## src/hdl/msf_map.svh

```systemverilog
`ifndef MSF_MAP_SVH
`define MSF_MAP_SVH

// Register offsets on the plain register port.
`define MSF_OFF_FRAMING_CHAR  12'h321
`define MSF_OFF_STRING_LEN    12'h322
`define MSF_OFF_RX_FLAGS      12'h327
`define MSF_OFF_IRQ_STATUS    12'h3F0
`define MSF_OFF_IRQ_MASK      12'h3F1
`define MSF_OFF_CONTROL       12'h3F2
`define MSF_OFF_BUF_INDEX     12'h3F3
`define MSF_OFF_BUF_DATA      12'h3F4
`define MSF_OFF_MSG_LEN       12'h3F5

// Field positions.
`define MSF_BIT_RX_READY      0
`define MSF_BIT_IRQ_DONE      0
`define MSF_BIT_IRQ_OVERFLOW  1
`define MSF_BIT_CTRL_ENABLE   0

// Reset values.
`define MSF_RST_FRAMING_CHAR  8'h00
`define MSF_RST_STRING_LEN    8'h00
`define MSF_RST_CONTROL       8'h01
`define MSF_RST_IRQ_MASK      2'h0

// Message store depth in bytes; also the longest terminated message.
`define MSF_BUF_DEPTH         8'hFF
`define MSF_NUM_EVENTS        2

`endif

```

## src/hdl/msf_pkg.sv

```systemverilog
`default_nettype none

package msf_pkg;

    // Framing state, one-hot.
    typedef enum logic [2:0] {
        MSF_ST_IDLE    = 3'b001,
        MSF_ST_HUNT    = 3'b010,
        MSF_ST_COLLECT = 3'b100
    } msf_state_t;

    // One request on the plain register port.
    typedef struct packed {
        logic [11:0] addr;
        logic [7:0]  wdata;
        logic        wr;
        logic        rd;
    } msf_bus_req_t;

    // One received byte from the serial receiver.
    typedef struct packed {
        logic       valid;
        logic [7:0] data;
    } msf_rx_byte_t;

endpackage

`default_nettype wire

```

## src/hdl/msf_framer.sv

```systemverilog
// Our own choice: strobed register access.
`timescale 1ns/1ps
`default_nettype none
`include "msf_map.svh"

module msf_framer
    import msf_pkg::*;
(
    input  wire logic          core_clk_in,
    input  wire logic          rstn_in,
    input  wire msf_bus_req_t  bus_in,
    output logic         [7:0] rdata_out,
    input  wire msf_rx_byte_t  rx_in,
    output logic               rx_ready_out,
    output logic               irq_out
);
    logic [7:0]                    framing_character;
    logic [7:0]                    receive_string_length;
    logic [7:0]                    control;
    logic [7:0]                    buf_index;
    logic [7:0]                    msg_len;
    logic [7:0]                    count;
    logic                          rx_ready;
    logic [`MSF_NUM_EVENTS-1:0]    irq_status;
    logic [`MSF_NUM_EVENTS-1:0]    irq_mask;
    logic [`MSF_NUM_EVENTS-1:0]    events;
    msf_state_t                    state;
    logic                          cfg_wr;
    logic                          active;
    logic                          term_mode;
    logic                          is_frame_char;
    logic                          msg_done;
    logic                          overflow;
    logic                          store_we;
    logic [7:0]                    store_rd_data;

    // Address match for a write strobe.
    function automatic logic hit(input logic [11:0] addr, input logic [11:0] off);
        return addr == off;
    endfunction

    // Any change of framing setup restarts the framer so a half message never mixes modes.
    assign cfg_wr = bus_in.wr && (hit(bus_in.addr, `MSF_OFF_FRAMING_CHAR) ||
                                  hit(bus_in.addr, `MSF_OFF_STRING_LEN));
    assign active = control[`MSF_BIT_CTRL_ENABLE] && !cfg_wr;
    assign term_mode = (receive_string_length == 8'h00);
    assign is_frame_char = (rx_in.data == framing_character);

    // Byte classification for the current cycle.
    always_comb begin
        msg_done = 1'b0;
        overflow = 1'b0;
        store_we = 1'b0;
        if (active && rx_in.valid && (state == MSF_ST_COLLECT)) begin
            if (term_mode) begin
                if (is_frame_char) begin
                    msg_done = 1'b1;
                end else if (count == `MSF_BUF_DEPTH) begin
                    overflow = 1'b1;
                end else begin
                    store_we = 1'b1;
                end
            end else begin
                store_we = 1'b1;
                msg_done = ((count + 8'h01) == receive_string_length);
            end
        end
    end

    // Configuration registers steer the framer.
    always_ff @(posedge core_clk_in or negedge rstn_in) begin
        if (!rstn_in) begin
            framing_character     <= `MSF_RST_FRAMING_CHAR;
            receive_string_length <= `MSF_RST_STRING_LEN;
            control               <= `MSF_RST_CONTROL;
            buf_index             <= 8'h00;
            irq_mask              <= `MSF_RST_IRQ_MASK;
        end else if (bus_in.wr) begin
            if (hit(bus_in.addr, `MSF_OFF_FRAMING_CHAR)) begin
                framing_character <= bus_in.wdata;
            end
            if (hit(bus_in.addr, `MSF_OFF_STRING_LEN)) begin
                receive_string_length <= bus_in.wdata;
            end
            if (hit(bus_in.addr, `MSF_OFF_CONTROL)) begin
                control <= bus_in.wdata;
            end
            if (hit(bus_in.addr, `MSF_OFF_BUF_INDEX)) begin
                buf_index <= bus_in.wdata;
            end
            if (hit(bus_in.addr, `MSF_OFF_IRQ_MASK)) begin
                irq_mask <= bus_in.wdata[`MSF_NUM_EVENTS-1:0];
            end
        end
    end

    // Framing state and byte count.
    always_ff @(posedge core_clk_in or negedge rstn_in) begin
        if (!rstn_in) begin
            state <= MSF_ST_IDLE;
            count <= 8'h00;
        end else if (!active) begin
            state <= MSF_ST_IDLE;
            count <= 8'h00;
        end else begin
            unique case (state)
                MSF_ST_IDLE: begin
                    state <= term_mode ? MSF_ST_COLLECT : MSF_ST_HUNT;
                    count <= 8'h00;
                end
                MSF_ST_HUNT: begin
                    if (rx_in.valid && is_frame_char) begin
                        state <= MSF_ST_COLLECT;
                    end
                    count <= 8'h00;
                end
                MSF_ST_COLLECT: begin
                    if (msg_done || overflow) begin
                        state <= term_mode ? MSF_ST_COLLECT : MSF_ST_HUNT;
                        count <= 8'h00;
                    end else if (store_we) begin
                        count <= count + 8'h01;
                    end
                end
                default: begin
                    state <= MSF_ST_IDLE;
                    count <= 8'h00;
                end
            endcase
        end
    end

    // Length of the last completed message, stored alongside the ready flag.
    always_ff @(posedge core_clk_in or negedge rstn_in) begin
        if (!rstn_in) begin
            msg_len <= 8'h00;
        end else if (msg_done) begin
            msg_len <= term_mode ? count : receive_string_length;
        end
    end

    // Ready flag; a new message wins over a clear in the same cycle.
    always_ff @(posedge core_clk_in or negedge rstn_in) begin
        if (!rstn_in) begin
            rx_ready <= 1'b0;
        end else begin
            rx_ready <= msg_done || (rx_ready && !(bus_in.wr &&
                        hit(bus_in.addr, `MSF_OFF_RX_FLAGS) && bus_in.wdata[`MSF_BIT_RX_READY]));
        end
    end

    assign events[`MSF_BIT_IRQ_DONE]     = msg_done;
    assign events[`MSF_BIT_IRQ_OVERFLOW] = overflow;

    // Sticky interrupt status, write one to clear; set beats clear.
    genvar gi;
    generate
        for (gi = 0; gi < `MSF_NUM_EVENTS; gi = gi + 1) begin : g_irq
            always_ff @(posedge core_clk_in or negedge rstn_in) begin
                if (!rstn_in) begin
                    irq_status[gi] <= 1'b0;
                end else begin
                    irq_status[gi] <= events[gi] || (irq_status[gi] && !(bus_in.wr &&
                                      hit(bus_in.addr, `MSF_OFF_IRQ_STATUS) && bus_in.wdata[gi]));
                end
            end
        end
    endgenerate

    assign irq_out      = |(irq_status & irq_mask);
    assign rx_ready_out = rx_ready;

    // Read data stand for exactly the cycle after the strobe; unmapped reads give zero.
    always_ff @(posedge core_clk_in or negedge rstn_in) begin
        if (!rstn_in) begin
            rdata_out <= 8'h00;
        end else if (!bus_in.rd) begin
            rdata_out <= 8'h00;
        end else begin
            unique case (bus_in.addr)
                `MSF_OFF_FRAMING_CHAR: rdata_out <= framing_character;
                `MSF_OFF_STRING_LEN:   rdata_out <= receive_string_length;
                `MSF_OFF_RX_FLAGS:     rdata_out <= {7'h00, rx_ready};
                `MSF_OFF_IRQ_STATUS:   rdata_out <= {6'h00, irq_status};
                `MSF_OFF_IRQ_MASK:     rdata_out <= {6'h00, irq_mask};
                `MSF_OFF_CONTROL:      rdata_out <= control;
                `MSF_OFF_BUF_INDEX:    rdata_out <= buf_index;
                `MSF_OFF_BUF_DATA:     rdata_out <= store_rd_data;
                `MSF_OFF_MSG_LEN:      rdata_out <= msg_len;
                default:               rdata_out <= 8'h00;
            endcase
        end
    end

    msf_msg_store i_msf_msg_store (
        .core_clk_in (core_clk_in),
        .wr_en_in    (store_we),
        .wr_idx_in   (count),
        .wr_data_in  (rx_in.data),
        .rd_idx_in   (buf_index),
        .rd_data_out (store_rd_data)
    );
endmodule
`default_nettype wire

```

## src/hdl/msf_msg_store.sv

```systemverilog
`timescale 1ns/1ps
`default_nettype none
`include "msf_map.svh"

module msf_msg_store (
    input  wire logic       core_clk_in,
    input  wire logic       wr_en_in,
    input  wire logic [7:0] wr_idx_in,
    input  wire logic [7:0] wr_data_in,
    input  wire logic [7:0] rd_idx_in,
    output logic      [7:0] rd_data_out
);
    // Storage is plain flip-flops with no reset; software reads only after a message completes.
    logic [7:0] mem [0:254];

    // Write one received byte at its position in the message.
    always_ff @(posedge core_clk_in) begin
        if (wr_en_in && (wr_idx_in < `MSF_BUF_DEPTH)) begin
            mem[wr_idx_in] <= wr_data_in;
        end
    end

    // Out-of-range indices read as zero rather than wrapping.
    always_comb begin
        rd_data_out = (rd_idx_in < `MSF_BUF_DEPTH) ? mem[rd_idx_in] : 8'h00;
    end
endmodule
`default_nettype wire

```

## config.mk

```make
export PLATFORM = sky130hd
export DESIGN_NAME = msf_framer
export DESIGN_NICKNAME = d
export VERILOG_FILES = /design/src/hdl/msf_pkg.sv /design/src/hdl/msf_framer.sv /design/src/hdl/msf_msg_store.sv
export VERILOG_INCLUDE_DIRS = /design/src /design/src/hdl
export SDC_FILE = /design/constraint.sdc
export NUM_CORES = 2
export LEC_CHECK = 0
export ABC_AREA = 0
export BUFFER_PORTS_ARGS = -buffer_cell sky130_fd_sc_hd__buf_2
export CAP_MARGIN = 20
export CORE_ASPECT_RATIO = 1.75
export CORE_MARGIN = 2
export CORE_UTILIZATION = 35
export CTS_BUF_LIST = sky130_fd_sc_hd__clkbuf_2
export CTS_CLUSTER_SIZE = 20
export DETAILED_ROUTE_END_ITERATION = 10
export PLACE_DENSITY = 0.5
export SLEW_MARGIN = 20
export SYNTH_ARGS = -nofsm -noshare
export SYNTH_HDL_FRONTEND = slang
export SYNTH_HIERARCHICAL = 1
export SYNTH_SLANG_ARGS = --single-unit
```

## constraint.sdc

```tcl
create_clock -name core_clk_in -period 3.65 [get_ports core_clk_in]
set_clock_uncertainty 0.2 [all_clocks]
set_input_delay 0.365 -clock core_clk_in [delete_from_list [all_inputs] [get_ports core_clk_in]]
set_output_delay 0.365 -clock core_clk_in [all_outputs]
set_load 0.01 [all_outputs]
```

; ---- After elaboration in Yosys (flattened, before gate mapping)
; Memories as Yosys holds them, arrays and structs flattened.
; Index checks and enable logic that the tools add are counted.
[word_totals]
regBits = 64
ram_bits = 2040
out_inout_bits = 10
memories = 1
[mem_list]
columns = memory, depth, width, rd, rd_clocked_by_memory_dff, write_ports, line
row1 = i_msf_msg_store.mem, 255, 8, 1, 0, 1, msf_msg_store.sv:14  ; logic [7:0] mem [0:254];
[op_classes]
add_sub_neg = 1
order_cmp = 2
eq_ne = 18
n_mux = 26
bitwise = 1
n_reduce_logical = 31
[ops]
columns = cell, count
row1 = $eq 12x10->1 const B, 9
row2 = $pmux 8 s9, 1
row3 = $mux 8, 7
row4 = $eq 8x8->1, 2
row5 = $lt 8x8->1 const B, 2
row6 = $logic_and 1x1->1, 14
row7 = $mux 1, 13
row8 = $mux 3, 4
row9 = $reduce_and 2->1, 6
row10 = $pmux 3 s3, 1
row11 = $add 8x1->8 const B, 1
row12 = $eq 8x8->1 const B, 1
row13 = $logic_not 8->1, 1
row14 = $logic_or 1x1->1, 5
row15 = $logic_not 1->1, 4
row16 = $ne 4x2->1 const B, 1
row17 = $eq 3x1->1 const B, 1
row18 = $eq 3x2->1 const B, 1
row19 = $eq 3x3->1 const B, 1
row20 = $ne 3x2->1 const B, 1
row21 = $ne 3x3->1 const B, 1
row22 = $and 2x2->2, 1
row23 = $reduce_or 2->1, 1

; ---- Depth between registers and ports, before layout
[logic_depth]
depth_word = 12
ltp_mapped = 15
mapped_depth_nobuf = 10

; ---- Modules after synthesis
; Netlist, hierarchy kept.
[by_module_without_submodules]
columns = module, n_inst, cells_each, area_each_um2, seq_area_each_um2
row1 = msf_msg_store, 1, 3817, 79269.8, 61258.8
row2 = msf_framer, 1, 368, 3681.0, 1604.0

; ---- Worst setup path after synthesis
; Ideal clock, no wire load.
[synth_path]
kind = input -> register
start = input bus_in[11] (netlist bit)
end = memory i_msf_msg_store.mem[63][0] (enable)
setup_time_ns = 0.370
arrival_ns = 2.874
required_time_ns = 3.080
path_slack_ns = 0.206
path_stages = 8
cell_sequence = nor2b_1 o21ai_0 o2111ai_4 nor3_1 nor3b_1 nand3_1 clkbuf_1 nor2_1
[synth_via]
elab_chain_cells = 11
[synth_rtl]
columns = element, line
row1 = start: declaration, msf_framer.sv:11  ; input wire msf_bus_req_t bus_in,
row2 = $eq 12x10->1, msf_framer.sv:39  ; return addr == off;
row3 = $logic_or 1x1->1 *, msf_framer.sv:43  ; assign cfg_wr = bus_in.wr && (hit(bus_in.addr, `MSF_OFF_FRAMING_CHAR) ||
row4 = $logic_and 1x1->1 *, msf_framer.sv:43
row5 = $logic_not 1->1 *, msf_framer.sv:45  ; assign active = control[`MSF_BIT_CTRL_ENABLE] && !cfg_wr;
row6 = $logic_and 1x1->1 *, msf_framer.sv:45
row7 = $logic_and 1x1->1 * (2 in series), msf_framer.sv:54  ; if (active && rx_in.valid && (state == MSF_ST_COLLECT)) begin
row8 = $mux 1 *, msf_framer.sv:54
row9 = via store_we, msf_framer.sv:34  ; logic store_we;
row10 = $logic_and 1x1->1 *, msf_msg_store.sv:18  ; if (wr_en_in && (wr_idx_in < `MSF_BUF_DEPTH)) begin
row11 = $mux 1 *, msf_msg_store.sv:18
row12 = $mux 1 (implied by the code) *, msf_msg_store.sv:19  ; mem[wr_idx_in] <= wr_data_in;
row13 = end: declaration, msf_msg_store.sv:14
; The timed path passes the listed nets; every way through them passes the cells marked *.

; ---- Final worst setup path
[layout_path]
start = register buf_index[0]
end = register rdata_out[5]
[layout_via]
elab_chain_cells = 4
[layout_rtl]
columns = element, line
row1 = start: declaration, msf_framer.sv:20  ; logic [7:0] buf_index;
row2 = start signal: assignment, msf_framer.sv:89  ; buf_index <= bus_in.wdata;
row3 = $mem_v2 255x8 / $lt 8x8->1 (equally long branches), n/a
row4 = $mux 8 *, msf_msg_store.sv:25  ; rd_data_out = (rd_idx_in < `MSF_BUF_DEPTH) ? mem[rd_idx_in] : 8'h00;
row5 = via store_rd_data[5], msf_framer.sv:35  ; logic [7:0] store_rd_data;
row6 = $pmux 8 s9 *, msf_framer.sv:180  ; unique case (bus_in.addr)
row7 = $mux 8 *, msf_framer.sv:177  ; end else if (!bus_in.rd) begin
row8 = end signal: assignment, msf_framer.sv:181  ; `MSF_OFF_FRAMING_CHAR: rdata_out <= framing_character;
row9 = end signal: assignment, msf_framer.sv:182  ; `MSF_OFF_STRING_LEN: rdata_out <= receive_string_length;
row10 = end signal: assignment, msf_framer.sv:183  ; `MSF_OFF_RX_FLAGS: rdata_out <= {7'h00, rx_ready};
row11 = end: declaration, msf_framer.sv:12  ; output logic [7:0] rdata_out,
; Marked as above.
; A chain may end at the register's enable or synchronous reset.

==> results.cfg <==
[placement]
io_buffer_count = 42
dp.final_hpwl_um = 160000
gp_congestion = 0.868

[synthesis]
synth_mux_area_share_pct = 14.4
postSynth.asyncResetShare_pct = 3.04
synth_common_cells = 2,040 x edfxtp_1, 383 x mux4_2, 305 x nor2_1
synth_nets = 4219
ys.flop_type = edfxtp_1
yosysTopAreaCell = edfxtp_1
synth_edf_count = 2040
synthCells = 4185
synth-compound-area-share_pct = 4.64
synth_most_common_cell = edfxtp_1
synth_xor_area_share_pct = 0.275
synthTopCellsByArea = edfxtp_1 74%, mux4_2 10%, mux2i_1 3.3%
synth_area_um2 = 83000
ys_ff_latch = 2104
synth_top_family_by_area = multiplexers
synth_top_area_share_pct = 73.8
synth_fa_ha_area_share_pct = 0.0151
synthSimpleGateAreaFrac_pct = 2.99
synth_cell_type_count = 76
yosysSeqAreaShare_pct = 75.8
syn_area_per_cell_um2 = 19.8
synth_warnings = 6

[cts]
clock_latency_ns = 1.71
cts-htree-levels = 5
clk_path_buf_depth = 4
cts_sinks = 2104
clkTransAtPathRegs_ns = 0.12
numCtsBuffers = 454
cts_root_buf = clkbuf_2
cts_tree = yes

[critical_path]
crit_type = flop to flop
cp_max_fo = 8
crit_family = compound AO/OA/AOI/OAI gates
cp_data_required_time_ns = 4.92
end_kind = flop
cpPeakStageDelay_ns = 0.49
worst_ep_arrival_time_ns = 5.02
cp-start-kind = flop
crit_buf_inv = 5
cp_common_cell = buf_12
cpMaxStageDelayCell = dfrtp_4
crit_chain = buf_12 > buf_12 > buf_12 > mux4_2 > a22o_1 > a221oi_2 > buf_4 > o22ai_2 > a21oi_2 > buf_6 > o211a_1 > o32ai_1 > mux2_4 > a22oi_1 > a21oi_1

[power]
irDropWorstVdd_uv = 178
pwr-share-comb_pct = 2.0
switching_share_pct = 23.2
pwr-share-seq_pct = 63.7
power.density_nw_per_um2 = 419
clockPowerShare_pct = 34.3
power.switching_uw = 9650
power.leakage_uw = 0.0325
p_int_uw = 31900

[timing]
min_period_over_period_pct = 103
min_period_ns = 3.76
whs_ns = 0.0632
setup_slack_ns = -0.106
rsz0062_at_grt = true
tightest_slew_ns = 1.22
hold_viol = 0
slew_headroom_pct = 18.6
drv_slew = 0
setup_violations = 8
final.setup.tns_ns = -0.526
timing.fmax_mhz = 266

[floorplanning]
die_h_um = 648
die-area_um2 = 241000
io_pins = 43
rows = 236
core_um2 = 236000
start_util_pct = 35.2
dieWidth_um = 372

[detailed_routing]
viasPerCell = 5.27
wl_per_cell_um = 28.4
drt_iter0_drc = 3554
vias = 46400
wl_um = 250000
drc_errors = 0
first_pass_iters = 5
postRouteAntennaNets = 0

[grt]
overflow = 0
grt_pass1_wl_um = 354000
grt_usage_pct = 20.6
grt_pass1_vias = 49200
grt_max_degree = 202
antenna_found_initial = 12

[finish]
utilization_pct = 42.0
synthToLayoutAreaGrowth_pct = 19.5
nNetsFinal = 5400
drive_above_1_share_pct = 37.6
fillers = 21200

[run_status]
outcome = complete, but fails checks
violations = setup timing

[run]
maxCapViolations = 0

[worst_hold_path]
hp-class = primary input to flop
==> cells by family after synthesis <==
group	count (synthesis)
buf+inv	257
mux	705
simple gates	557
compound gates	535
xor+xnor	26
fa+ha+maj	1
flops	2104
==> state kept, by name (all words and copies together), names as in the netlist <==
| signal | cells |
|---|---|
| buf_index | 8 |
| state | 3 |
| i_msf_msg_store/mem | 2040 |
| receive_string_length | 8 |
| irq_mask | 2 |
| msg_len | 8 |
| count | 8 |
| rx_ready_out | 1 |
| framing_character | 8 |
| irq_status | 2 |
| control | 8 |
| rdata_out | 8 |
==> final cells by class <==
| cell class | count | area (um^2) | area share (%) |
|---|---|---|---|
| Clock buffer | 655 | 3280 | 3.31 |
| Multi-Input combinational cell | 1824 | 19300 | 19.5 |
| Inverter | 7 | 26.3 | 0.0265 |
| Antenna cell | 11 | 27.5 | 0.0278 |
| Sequential cell | 2104 | 62900 | 63.4 |
| Tap cell | 3094 | 3870 | 3.90 |
| Timing Repair Buffer | 975 | 9030 | 9.11 |
| Clock inverter | 133 | 699 | 0.705 |
==> stage by stage <==
stage                     worst slack, ns  total power [uW]  cells  cell area (um^2)
after floorplan                     0.206             27100   4185             83000
after global placement              -1.03             27700   7818             92300
after detailed placement           -0.762             27700   7818             92300
after CTS                          -0.131             42100   8753             98300
after global routing               -0.214             43200   8798             99100
final                              -0.106             41500   8803             99100
==> routing by layer <==
layer | share of wire, % | wire (um) | GRT usage (%)
met4 | 5.1 | 12700 | 9.61
met1 | 37 | 91700 | 23.3
met3 | 4.5 | 11200 | 3.15
met5 | 0 | 0 | 0
met2 | 54 | 134000 | 37.8
==> worst paths after layout <==
kind / from / end / slack, ns / depth (start not counted)
max in group asynchronous: rstn_in / rx_ready_out$_DFF_PN0_ / 1.91 / 8
worst min register to register: control[1]$_DFFE_PN0P_ / control[1]$_DFFE_PN0P_ / 0.31 / 2
min in group asynchronous: rstn_in / rdata_out[7]$_DFF_PN0_ / 0.64 / 6
worst max register to register: buf_index[0]$_DFFE_PN0P_ / rdata_out[5]$_DFF_PN0_ / -0.11 / 15
worst max-delay path: buf_index[0]$_DFFE_PN0P_ / rdata_out[5]$_DFF_PN0_ / -0.11 / 15
worst min-delay path: bus_in[18] / msg_len[5]$_DFFE_PN0P_ / 0.06 / 8
==> worst reg2reg max path, stage by stage (launching register included) <==
cell	delay (ns)
dfrtp_4	0.49
buf_12	0.23
buf_12	0.18
buf_12	0.12
mux4_2	0.49
a22o_1	0.29
a221oi_2	0.20
buf_4	0.17
o22ai_2	0.10
a21oi_2	0.15
buf_6	0.14
o211a_1	0.15
o32ai_1	0.10
mux2_4	0.29
a22oi_1	0.16
a21oi_1	0.09
==> layout by cell type (no fill, tap or decap), drive strengths merged, types with 23 or more instances in the layout <==
master / instances
o22ai: 72
a22oi: 75
a21oi: 84
a22o: 49
a221oi: 48
nor2: 306
buf: 862
clkbuf: 659
mux2i: 274
o21ai: 56
nand3: 27
edfxtp: 2040
clkinv: 118
a211oi: 44
dlygate4sd3: 106
nor2b: 23
nand2: 107
mux4: 388
dfrtp: 62
mux2: 43
==> power groups by stage <==
stage                     registers [uW]  logic [uW]  clock network (uW)
after floorplan                    27000         134                   0
after global placement             27000         728                   0
after detailed placement           27000         751                   0
after CTS                          26400         835               14800
after global routing               26500         895               15900
final                              26400         836               14300
==> repair_timing <==
| action | CTS | global route |
|---|---|---|
| hold buffers | 105 | 4 |
| resized for setup | 85 | 85 |
| pin swaps | 13 | 21 |
| hold endpoints to repair | 4157 | 25 |
| setup endpoints to repair | 8 | 118 |
| buffers inserted | 39 | 34 |
| gates cloned | 5 | 3 |
No activity file was read; power rests on OpenSTA's default activity.
